### src/design/osd_pkg.sv
// package for the octal switch debouncer: timing, widths and carriers
// assumes a single 25 MHz core clock and synchronous switch inputs
package osd_pkg;
    // ************************************************************
    // timing
    // ************************************************************
    localparam int unsigned CORE_CLK_HZ   = 25_000_000;
    localparam int unsigned QUAL_TIME_MS  = 40;
    // sampling tick period in microseconds
    localparam int unsigned SAMPLE_US     = 1000;
    localparam int unsigned SAMPLE_CYCLES =
        (CORE_CLK_HZ / 1_000_000) * SAMPLE_US;
    localparam int unsigned QUAL_SAMPLES  = (QUAL_TIME_MS * 1000) / SAMPLE_US;
    localparam int unsigned CHANNELS      = 8;
    localparam logic [7:0]  LEVEL_RESET   = 8'hFF;

    // ************************************************************
    // carriers
    // ************************************************************
    typedef struct packed {
        logic [7:0] out;
        logic [7:0] oe;
    } osd_bus_t;
endpackage : osd_pkg

### src/design/osd_debouncer.sv
// octal switch debouncer with gated bus outputs and change alert
// assumes inputs synchronous to core_clk; undervoltage flag from a monitor
`timescale 1ns/10ps
module osd_debouncer #(
    parameter int unsigned SAMPLE_CYCLES = osd_pkg::SAMPLE_CYCLES,
    parameter int unsigned QUAL_SAMPLES  = osd_pkg::QUAL_SAMPLES
) (
    // clock and reset
    input  wire logic         core_clk,
    input  wire logic         nrst,
    // switch side
    input  wire logic [7:0]   raw_contact_x,
    input  wire logic         undervolt,
    // host bus side
    input  wire logic         bus_enable_n,
    output osd_pkg::osd_bus_t filtered_level_x,
    output logic              state_toggle_alert_n
);
    import osd_pkg::*;

    localparam int DW = $clog2(SAMPLE_CYCLES + 1);
    localparam int QW = $clog2(QUAL_SAMPLES + 1);

    logic [DW-1:0] div_cnt;
    logic          tick;
    logic [7:0]    level;
    logic [7:0]    next_level;
    logic [QW-1:0] stable_run;

    // ************************************************************
    // decode helpers
    // ************************************************************
    // true when a channel's sample disagrees with its filtered level
    function automatic logic differs(input logic sample,
                                     input logic held);
        return sample != held;
    endfunction

    // true on the sampling tick that completes qualification
    function automatic logic qual_done(input logic          at_tick,
                                       input logic [QW-1:0] count);
        return at_tick && (count == QW'(QUAL_SAMPLES - 1));
    endfunction

    // ************************************************************
    // shared sampling tick
    // ************************************************************
    always_ff @(posedge core_clk or negedge nrst) begin
        if (!nrst) begin
            div_cnt <= '0;
            tick    <= 1'b0;
        end else if (div_cnt == DW'(SAMPLE_CYCLES - 1)) begin
            div_cnt <= '0;
            tick    <= 1'b1;
        end else begin
            div_cnt <= div_cnt + 1'b1;
            tick    <= 1'b0;
        end
    end

    // ************************************************************
    // per-channel qualification
    // ************************************************************
    // independent channels
    for (genvar i = 0; i < CHANNELS; i++) begin : g_ch
        logic [QW-1:0] qcnt;
        always_ff @(posedge core_clk or negedge nrst) begin
            if (!nrst) begin
                qcnt <= '0;
            end else if (!differs(raw_contact_x[i], level[i])
                         || undervolt) begin
                qcnt <= '0;
            end else if (tick) begin
                qcnt <= qcnt + 1'b1;
            end
        end
        always_comb begin
            next_level[i] = level[i];
            if (undervolt) begin
                next_level[i] = raw_contact_x[i];
            end else if (differs(raw_contact_x[i], level[i])
                         && qual_done(tick, qcnt)) begin
                next_level[i] = raw_contact_x[i];
            end
        end
    end

    always_ff @(posedge core_clk or negedge nrst) begin
        if (!nrst) begin
            level <= LEVEL_RESET;
        end else begin
            level <= next_level;
        end
    end

    // ************************************************************
    // bus drive
    // ************************************************************
    // gated bus drive
    always_ff @(posedge core_clk or negedge nrst) begin
        if (!nrst) begin
            filtered_level_x <= '{out: LEVEL_RESET, oe: 8'h00};
        end else begin
            filtered_level_x.out <= next_level;
            filtered_level_x.oe  <= {8{~bus_enable_n}};
        end
    end

    // ************************************************************
    // change alert
    // ************************************************************
    // alert set and acknowledge
    always_ff @(posedge core_clk or negedge nrst) begin
        if (!nrst) begin
            state_toggle_alert_n <= 1'b1;
        end else if (!bus_enable_n) begin
            state_toggle_alert_n <= 1'b1;
        end else if (next_level != level) begin
            state_toggle_alert_n <= 1'b0;
        end
    end

    // ************************************************************
    // checks
    // ************************************************************
    // independent run of differing ticks on channel 0, used by the checks
    always_ff @(posedge core_clk or negedge nrst) begin
        if (!nrst) begin
            stable_run <= '0;
        end else if (raw_contact_x[0] == level[0] || undervolt) begin
            stable_run <= '0;
        end else if (tick && stable_run != QW'(QUAL_SAMPLES)) begin
            stable_run <= stable_run + 1'b1;
        end
    end

    // ************************************************************
    // per-channel checks
    // ************************************************************
    for (genvar k = 0; k < CHANNELS; k++) begin : g_chk

    end
endmodule // osd_debouncer

### config.mk
export PLATFORM = sky130hd
export DESIGN_NAME = osd_debouncer
export DESIGN_NICKNAME = d
export VERILOG_FILES = /design/src/design/osd_pkg.sv /design/src/design/osd_debouncer.sv
export SDC_FILE = /design/constraint.sdc
export NUM_CORES = 1
export LEC_CHECK = 0
export BUFFER_PORTS_ARGS = -buffer_cell sky130_fd_sc_hd__buf_4
export CORE_MARGIN = 5
export CORE_UTILIZATION = 59
export DETAILED_ROUTE_END_ITERATION = 8
export GPL_TIMING_DRIVEN = 0
export PLACE_DENSITY = 0.78
export SLEW_MARGIN = 40
export SYNTH_ARGS = -nofsm -noshare
export SYNTH_HDL_FRONTEND = slang
export SYNTH_SLANG_ARGS = --single-unit
### constraint.sdc
create_clock -name core_clk -period 1.83 [get_ports core_clk]
set_input_delay 0.366 -clock core_clk [delete_from_list [all_inputs] [get_ports core_clk]]
set_output_delay 0.366 -clock core_clk [all_outputs]
set_load 0.05 [all_outputs]
==> impl_metrics.toml, run 1 <==
[layout]
area_growth_pct = 13.6
nFillCells = 445
post-route-util = 0.689
stdcell_count = 462
nNetsFinal = 403
drive_gt1_frac = 0.191
diodes = 0

[placed_design]
finalWeightedCongestion = 0.766
dpl.cell_count = 447
post-dp-hpwl_um = 4950
port_buffers = 28

[min_path]
min_path_type = "in2async"

[clock_tree]
clkSinkCount = 74
cts_tree = "built"
cts_buffer_depth = 2
numCtsBuffers = 9
ctsHtreeMaxLevel = 3
cts_root_buf = "clkbuf_8"
insertion_delay_ns = 0.35
clk_pin_slew_worst_paths_ns = 0.08
post_cts.repair.setup_buffers = 0

[pwr]
power_switching_share = 0.264
powerDensity_nw_per_um2 = 784
pwr-share-comb = 0.104
p_sw_uw = 839
seqPwrFrac = 0.532
p_int_uw = 2340
p_leak_uw = 0.00180
ir_worst_vdd_v = 0.000606
clkPwrFrac = 0.364

[sta]
whs_ns = 0.000707
setup_tns_ns = 0
hold_viol_final = 0
maxSlewViolCount = 0
setup_viol = 0
slew_headroom = 0.557
period_needed_ns = 1.72
skew_ns = 0.0154
finalCritPeriodShare = 0.939
worst_pin_slew_ns = 0.665
rsz0062_at_grt = "no"
max_freq_mhz = 582

[worst_setup_path]
required_ns = 2.07
worstPathArrival_ns = 1.96
critPathKind = "reg2reg"
r2r_slack_ns = 0.11
crit_chain = "xor2_1, nor4_1, a21boi_0, o41ai_1"
critPathMaxStageDelay_ns = 0.55
critPathLaunchType = "flip-flop"
cpMaxStageDelayCell = "dfstp_2"
worst_setup_path_end_kind = "flip-flop"
path_max_fanout = 3

[logic_synthesis]
syn_inst = 344
ys_seq_elements = 74
yosys_warnings = 0
seq_area_frac_synth = 0.522
syn_area_sq_um = 3570
ys_types = 34
syn_area_per_cell_sq_um = 10.4
synth_nets = 365

[detailed_routing]
drt_iter0_markers = 104
drt_pre_antenna_iters = 5
drc = 0
vias_per_cell = 5.48
drt-total-wl_um = 6960
ant_nets = 0
num_vias = 2534
drt-wirelength-per-cell_um = 15.1

[run_status]
status = "finished clean"

[flow_run]
drv_cap = 0

[floorplan]
die_area_sq_um = 7700
start_util = 0.606
core_sq_um = 5890
ios = 29
die-height_um = 87.8
dieWidth_um = 87.8
rows = 28

[global_route]
grt_max_degree = 75
grt_pass1_vias = 2625
antenna_found_initial = 0
grt_overflow = 0
track_usage = 0.206
grt_pass1_wl_um = 12200
[routing by layer]
layer / vias to the layer above / share of wire / track usage / wire length (um)
met4: 0 / 0.020 / 0.106 / 139
met1: 1226 / 0.44 / 0.264 / 3090
met5: - / 0 / 0 / 0
met2: 44 / 0.49 / 0.334 / 3400
met3: 16 / 0.046 / 0.0357 / 322
li1: 1248 / - / - / -
[cell usage in the layout (no fill, tap or decap), types with 2 or more instances in the layout]
master and count:
o21ai_0 9, buf_2 2, a21oi_1 10, nor2b_1 2, or3_1 8, inv_1 4
xor2_1 38, mux2i_1 8, mux2_2 8, dfstp_2 9, nand2_1 28, a31oi_1 8
nand4_1 18, clkinv_2 2, nor2_1 57, nor4_1 2, dfrtp_1 65, nor3_1 4
buf_4 34, nand3_1 4, nand2b_1 9, ha_1 9, and3_1 9, xnor2_1 13
clkbuf_1 3, clkbuf_8 11
[synthesized netlist by cell type]
library cell / instances / area [sq um]
inv_1: 4 / 15.0
dfrtp_1: 65 / 1630
or2_2: 1 / 6.26
nand4_1: 18 / 113
o41ai_1: 1 / 8.76
mux2i_1: 8 / 80.1
clkbuf_1: 3 / 11.3
ha_1: 9 / 113
or3_1: 8 / 50.1
or4_1: 1 / 7.51
nor3_1: 4 / 20.0
o31ai_1: 1 / 7.51
buf_1: 1 / 3.75
mux2_2: 8 / 90.1
nor2_1: 57 / 214
and3_1: 9 / 56.3
nand2b_1: 9 / 56.3
buf_2: 2 / 10.0
dfstp_2: 9 / 236
o21ai_0: 9 / 45.0
nand3_1: 4 / 20.0
or3_2: 1 / 7.51
a21boi_0: 1 / 7.51
a31oi_1: 8 / 50.1
a21oi_1: 10 / 50.1
nor2b_1: 2 / 12.5
xnor2_1: 13 / 114
nor4_1: 2 / 12.5
and4_1: 1 / 8.76
or3_4: 1 / 11.3
nand2_1: 28 / 105
xor2_1: 38 / 333
buf_4: 7 / 52.6
nand4_2: 1 / 12.5
[power by group through the flow]
stage / combinational [uW] / sequential, uW / clock (uW)
detailed placement: 334 / 1720 / 0
finish: 331 / 1690 / 1160
global placement: 329 / 1720 / 0
floorplan: 127 / 1800 / 0
global route: 357 / 1690 / 1270
CTS: 335 / 1690 / 1190
[layout make-up]
type,count,area (sq um),area share
buffer,12,75.1,0.0185
clock buffer,12,155,0.0383
clock inverter,4,26.3,0.00648
inverter,4,15.0,0.00370
multi-input combinational,253,1610,0.398
sequential,74,1860,0.460
tap,75,93.8,0.0231
timing repair buffer,28,214,0.0528
[critical path, delay by kind of cell, from the launching register on]
kind,cells,cell delay (ns)
xor gates and xnor gates,1,0.12
AOI/OAI and AO/OA,2,0.52
DFF,1,0.55
and+or+nand+nor,1,0.43
[logic make-up after synthesis]
group,synth area share
AO/OA/AOI/OAI,0.0474
XOR/XNOR,0.125
adder cells (fa/ha/maj),0.0316
buffers and inverters,0.0260
flip-flops,0.522
multiplexers,0.0477
AND/OR/NAND/NOR,0.200
[path summary, 6_finish.rpt]
path / to / cells after the start / start
min reg2reg: div_cnt[0] / 1 / div_cnt[0]
min in group core_clk: state_toggle_alert_n / 2 / bus_enable_n
max: state_toggle_alert_n / 4 / filtered_level_x[8]
max in group asynchronous: g_ch[0].qcnt[0] / 1 / nrst
max reg2reg: state_toggle_alert_n / 4 / filtered_level_x[8]
min: g_ch[2].qcnt[5] / 1 / nrst
[per-stage QoR]
| step | power (uW) | cell area (sq um) | setup slack, ns |
|---|---|---|---|
| global placement | 2050 | 3870 | 0.150 |
| detailed placement | 2060 | 3870 | 0.108 |
| floorplan | 1920 | 3570 | 0.219 |
| CTS | 3210 | 4060 | 0.108 |
| global route | 3320 | 4050 | 0.00208 |
| finish | 3180 | 4050 | 0.112 |
[repair_timing]
item / in CTS / in global routing
hold buffers: 0 / 0
setup endpoints to repair: 0 / 5
resized for setup: 0 / 1
[flip-flops by register name (all words and copies together), names as in the netlist]
signal	cells
filtered_level_x	9
tick	1
g_ch.qcnt	48
div_cnt	15
state_toggle_alert_n	1
Note: power is estimated with default switching activity, not from simulation.
==> inputs of run 2 (changes only) <==
RECOVER_POWER = 100   (was not set)
==> run 2 against run 1 <==
The flow now finishes with violations (capacitance limit, slew limit). Global-route usage unchanged. Cell count stayed put. Clock power about the same. Critical path type unchanged. Wire length rose by 0.36%. Largest power group unchanged. Critical path depth unchanged. Clock-buffer cell count stayed put.
==> impl_metrics.toml, run 2 (synthesis results as in run 1) <==
[run_status]
status = "finished with violations"
violations = "capacitance limit, slew limit"

[sta]
maxSlewViolCount = 75
max_freq_mhz = 583
setup_tns_ns = 0
setup_viol = 0
fin_ws_ns = 0.115
skew_ns = 0.0152
worst_pin_slew_ns = 1.61
finalCritPeriodShare = 0.937
hold_viol_final = 0
whs_ns = 0.196
period_needed_ns = 1.72
rsz0062_at_grt = "no"
slew_headroom = -0.0722

[clock_tree]
cts_tree = "built"
numCtsBuffers = 9
cts_buffer_depth = 2
clk_pin_slew_worst_paths_ns = 0.08
ctsHtreeMaxLevel = 3
clkSinkCount = 74
insertion_delay_ns = 0.35
ctsHoldBuffers = 0
cts_root_buf = "clkbuf_8"

[layout]
drive_gt1_frac = 0.178
layout_common_cells = "dfrtp_1, nor2_1, xor2_1, nand2_1"
largestRegisters = "g_ch.qcnt (48), div_cnt (15), filtered_level_x (9)"
area_growth_pct = 12.1
layout_commonest_cell = "dfrtp_1"
nNetsFinal = 403
stdcell_count = 462
regMostFlops = "g_ch.qcnt"
largest_reg_flops = 48
diodes = 0

[pwr]
powerDensity_nw_per_um2 = 788
p_leak_uw = 0.00177
ir_worst_vdd_v = 0.000608

[min_path]
min_to = "state_toggle_alert_n"
min_path_type = "in2reg"
whs_path_depth = 2
holdCritStartpoint = "bus_enable_n"

[flow_run]
drv_cap = 1

[worst_setup_path]
path_max_fanout = 10
crit_chain = "clkbuf_1, nand4_1, or3_1, a21oi_1"
r2r-end = "g_ch[4].qcnt[5]"
path_buf_inv = 1
required_ns = 2.10
cpMaxStageDelayCell = "clkbuf_1"
worst_setup_path_end_kind = "flip-flop"
critPathKind = "reg2reg"
r2r_slack_ns = 0.11
worstPathArrival_ns = 1.98
critPathLaunchType = "flip-flop"
cpLargestDelayFamily = "simple AND/OR/NAND/NOR gates"
reg2reg_from = "tick"
r2r_cells = 4
critPathMaxStageDelay_ns = 0.45

[global_route]
grt_pass1_wl_um = 12200
grt_max_degree = 75
grt_pass1_vias = 2625
antenna_found_initial = 0
track_usage = 0.206
grt_overflow = 0

[detailed_routing]
drc = 0
drt_iter0_markers = 95
vias_per_cell = 5.50
ant_nets = 0
num_vias = 2540
drt-total-wl_um = 6980
drt-wirelength-per-cell_um = 15.1
drt_pre_antenna_iters = 4

[placed_design]
port_buffers = 28
finalWeightedCongestion = 0.766
dpl.cell_count = 447
place_ws_ns = 0.108
post-dp-hpwl_um = 4950

[floorplan]
dieWidth_um = 87.8
die-height_um = 87.8
ios = 29
die_area_sq_um = 7700
start_util = 0.606
core_sq_um = 5890
rows = 28
## run 2: worst reg2reg max path: stages, from the launching register on
cell and delay, ns:
dfrtp_1 0.41, clkbuf_1 0.45, nand4_1 0.25, or3_1 0.39, a21oi_1 0.16
## run 2: how the worst max path moves through the flow
stage,cells past startpoint,end,start
after CTS,5,g_ch[1].qcnt[2],tick
after floorplan,4,state_toggle_alert_n,filtered_level_x[8]
after global routing,4,g_ch[4].qcnt[5],tick
after detailed placement,5,state_toggle_alert_n,raw_contact_x[0]
final,4,g_ch[4].qcnt[5],tick
after global placement,5,state_toggle_alert_n,raw_contact_x[0]
## run 2: where the power goes
part / switching (uW) / internal, uW
logic: 229 / 82.5
registers: 18.5 / 1670
clock network: 590 / 565
## run 2: area by class of cell
class | count | area, sq um
fill | 461 | 1890
sequential | 74 | 1860
multi-input combinational | 253 | 1610
timing repair buffer | 28 | 165
clock buffer | 12 | 155
tap | 75 | 93.8
buffer | 12 | 75.1
clock inverter | 4 | 26.3
inverter | 4 | 15.0
## run 2: per-stage QoR
| step | utilization | total power [uW] | cell area (sq um) |
|---|---|---|---|
| floorplan | - | 1920 | 3570 |
| global placement | 0.658 | 2050 | 3870 |
| detailed placement | 0.658 | 2060 | 3870 |
| CTS | 0.689 | 3210 | 4060 |
| global route | 0.679 | 3300 | 4000 |
| finish | 0.679 | 3150 | 4000 |
## run 2: layer usage
metal / vias to the layer above / GRT usage / wire (um)
li1: 1249 / - / -
met1: 1236 / 0.264 / 3170
met2: 39 / 0.334 / 3380
met3: 16 / 0.0357 / 283
met4: 0 / 0.106 / 146
met5: - / 0 / 0
## run 2: what timing repair did
action                     in CTS  in global routing
resized for setup               0                  1
buffers inserted                0                  0
setup endpoints to repair       0                  5
==> inputs of run 3 (changes only) <==
CORE_UTILIZATION = 55   (was 59)
PLACE_DENSITY = 0.73   (was 0.78)
==> run 3 against run 2 <==
The flow still finishes with violations (capacitance limit, slew limit). Power grew 2.1%. Cell count grew 0.43%. Clock skew fell by 0.0057 ns. Critical path type unchanged. Non-clock buffer count unchanged. Clock-buffer cell count down 1. Worst setup slack got worse by 0.097 ns. Highest routed layer unchanged. Flip-flop and latch count did not move. Critical endpoint is now state_toggle_alert_n. Register-to-register slack worse by 0.097 ns. Die area grew 6.4%. Clock power rose by 7%.
==> impl_metrics.toml, run 3 (synthesis results as in run 1) <==
[run_status]
status = "finished with violations"
violations = "capacitance limit, slew limit"

[flow_run]
drv_cap = 1

[sta]
skew_ns = 0.00951
maxSlewViolCount = 75
hold_viol_final = 0
finalCritPeriodShare = 0.990
worst_pin_slew_ns = 1.59
setup_tns_ns = 0
period_needed_ns = 1.81
setup_viol = 0
max_freq_mhz = 552
rsz0062_at_grt = "no"
slew_headroom = -0.0596

[floorplan]
core_sq_um = 6310
die_area_sq_um = 8200
rows = 29
die-height_um = 90.5
dieWidth_um = 90.5
start_util = 0.565
ios = 29

[worst_setup_path]
critPathLaunchType = "flip-flop"
crit_chain = "xor2_1, nor4_1, a21boi_0, o41ai_1"
cpMaxStageDelayCell = "dfstp_2"
critPathKind = "reg2reg"
worstPathArrival_ns = 2.05
path_max_fanout = 3
worst_setup_path_end_kind = "flip-flop"
required_ns = 2.07
critPathMaxStageDelay_ns = 0.55

[pwr]
powerDensity_nw_per_um2 = 804
p_leak_uw = 0.00177
ir_worst_vdd_v = 0.000425

[clock_tree]
cts_resized = 0
insertion_delay_ns = 0.35
ctsHoldBuffers = 0
cts_buffer_depth = 2
post_cts.repair.setup_buffers = 0
ctsHtreeMaxLevel = 3
cts_tree = "built"
cts_root_buf = "clkbuf_8"
clk_pin_slew_worst_paths_ns = 0.08
numCtsBuffers = 9
clkSinkCount = 74

[detailed_routing]
drt_pre_antenna_iters = 4
vias_per_cell = 5.45
drc = 0
num_vias = 2529
ant_nets = 0
drt-total-wl_um = 6550
drt_iter0_markers = 126
drt-wirelength-per-cell_um = 14.1

[placed_design]
port_buffers = 28
post-dp-hpwl_um = 4590
finalWeightedCongestion = 0.771
dpl.cell_count = 449

[layout]
nFillCells = 532
stdcell_count = 464
largest_reg_flops = 48
regMostFlops = "g_ch.qcnt"
layout_commonest_cell = "dfrtp_1"
area_growth_pct = 12.3
drive_gt1_frac = 0.176
multi_input_area_sq_um = 1610
nNetsFinal = 403
layout_common_cells = "dfrtp_1, nor2_1, xor2_1, nand2_1, clkbuf_2"
diodes = 0
regArea_sq_um = 1860
largestRegisters = "g_ch.qcnt (48), div_cnt (15), filtered_level_x (9)"

[min_path]
min_path_type = "in2reg"

[global_route]
grt_overflow = 0
grt_pass1_wl_um = 11500
grt_max_degree = 75
antenna_found_initial = 0
grt_pass1_vias = 2531
track_usage = 0.171
## run 3: cell count changes in the layout (fill, tap and decap cells not counted), sizes merged
cell,delta
bufinv,+1
clkbuf,-1
## run 3: worst paths after layout
check,slack [ns],endpoint,depth (start not counted),from
setup / recovery,0.02,state_toggle_alert_n,4,filtered_level_x[13]
hold / removal,0.20,filtered_level_x[0],2,bus_enable_n
setup reg to reg,0.02,state_toggle_alert_n,4,filtered_level_x[13]
hold reg to reg,0.46,div_cnt[0],1,div_cnt[0]
max in group asynchronous,0.45,div_cnt[13],1,nrst
min in group asynchronous,0.42,g_ch[2].qcnt[4],1,nrst
## run 3: critical path: cells and delay by family, from the launching register on
kind	cells	cell delay, ns
compound gates	2	0.56
flops	1	0.55
simple gates	1	0.48
xor+xnor	1	0.11
## run 3: metal layers
layer  routed length, um  track usage
met5                   0            0
met4                 121       0.0819
met3                 266       0.0342
met2                3180        0.270
met1                2980        0.224
## run 3: cell type report
type | instances | area share
well taps | 77 | 0.0241
inverters | 4 | 0.00375
multi-input cells | 253 | 0.401
repair buffers | 28 | 0.0403
flip-flops and latches | 74 | 0.465
plain buffers | 12 | 0.0191
clock buffers | 11 | 0.0328
clock inverters | 5 | 0.0141
## run 3: report_power, final
part	internal, uW	switching (uW)	leakage (uW)
Combinational	81.6	226	0.000695
Clock	628	598	0.0000933
Sequential	1670	18.3	0.000984
Total	2380	842	0.00177
## run 3: per-stage QoR
| stage | total power, uW | hold slack [ns] | instance area [sq um] | setup slack (ns) | utilization |
|---|---|---|---|---|---|
| final | 3220 | 0.201 | 4010 | 0.0175 | 0.634 |
| after global routing | 3360 | 0.202 | 4010 | 0.00335 | 0.634 |
| after CTS | 3270 | 0.0586 | 4070 | 0.0861 | 0.644 |
| after detailed placement | 2050 | 0.433 | 3880 | 0.0934 | 0.614 |
| after global placement | 2050 | 0.451 | 3870 | 0.0794 | 0.614 |
| after floorplan | 1920 | 0.0704 | 3570 | 0.219 | - |
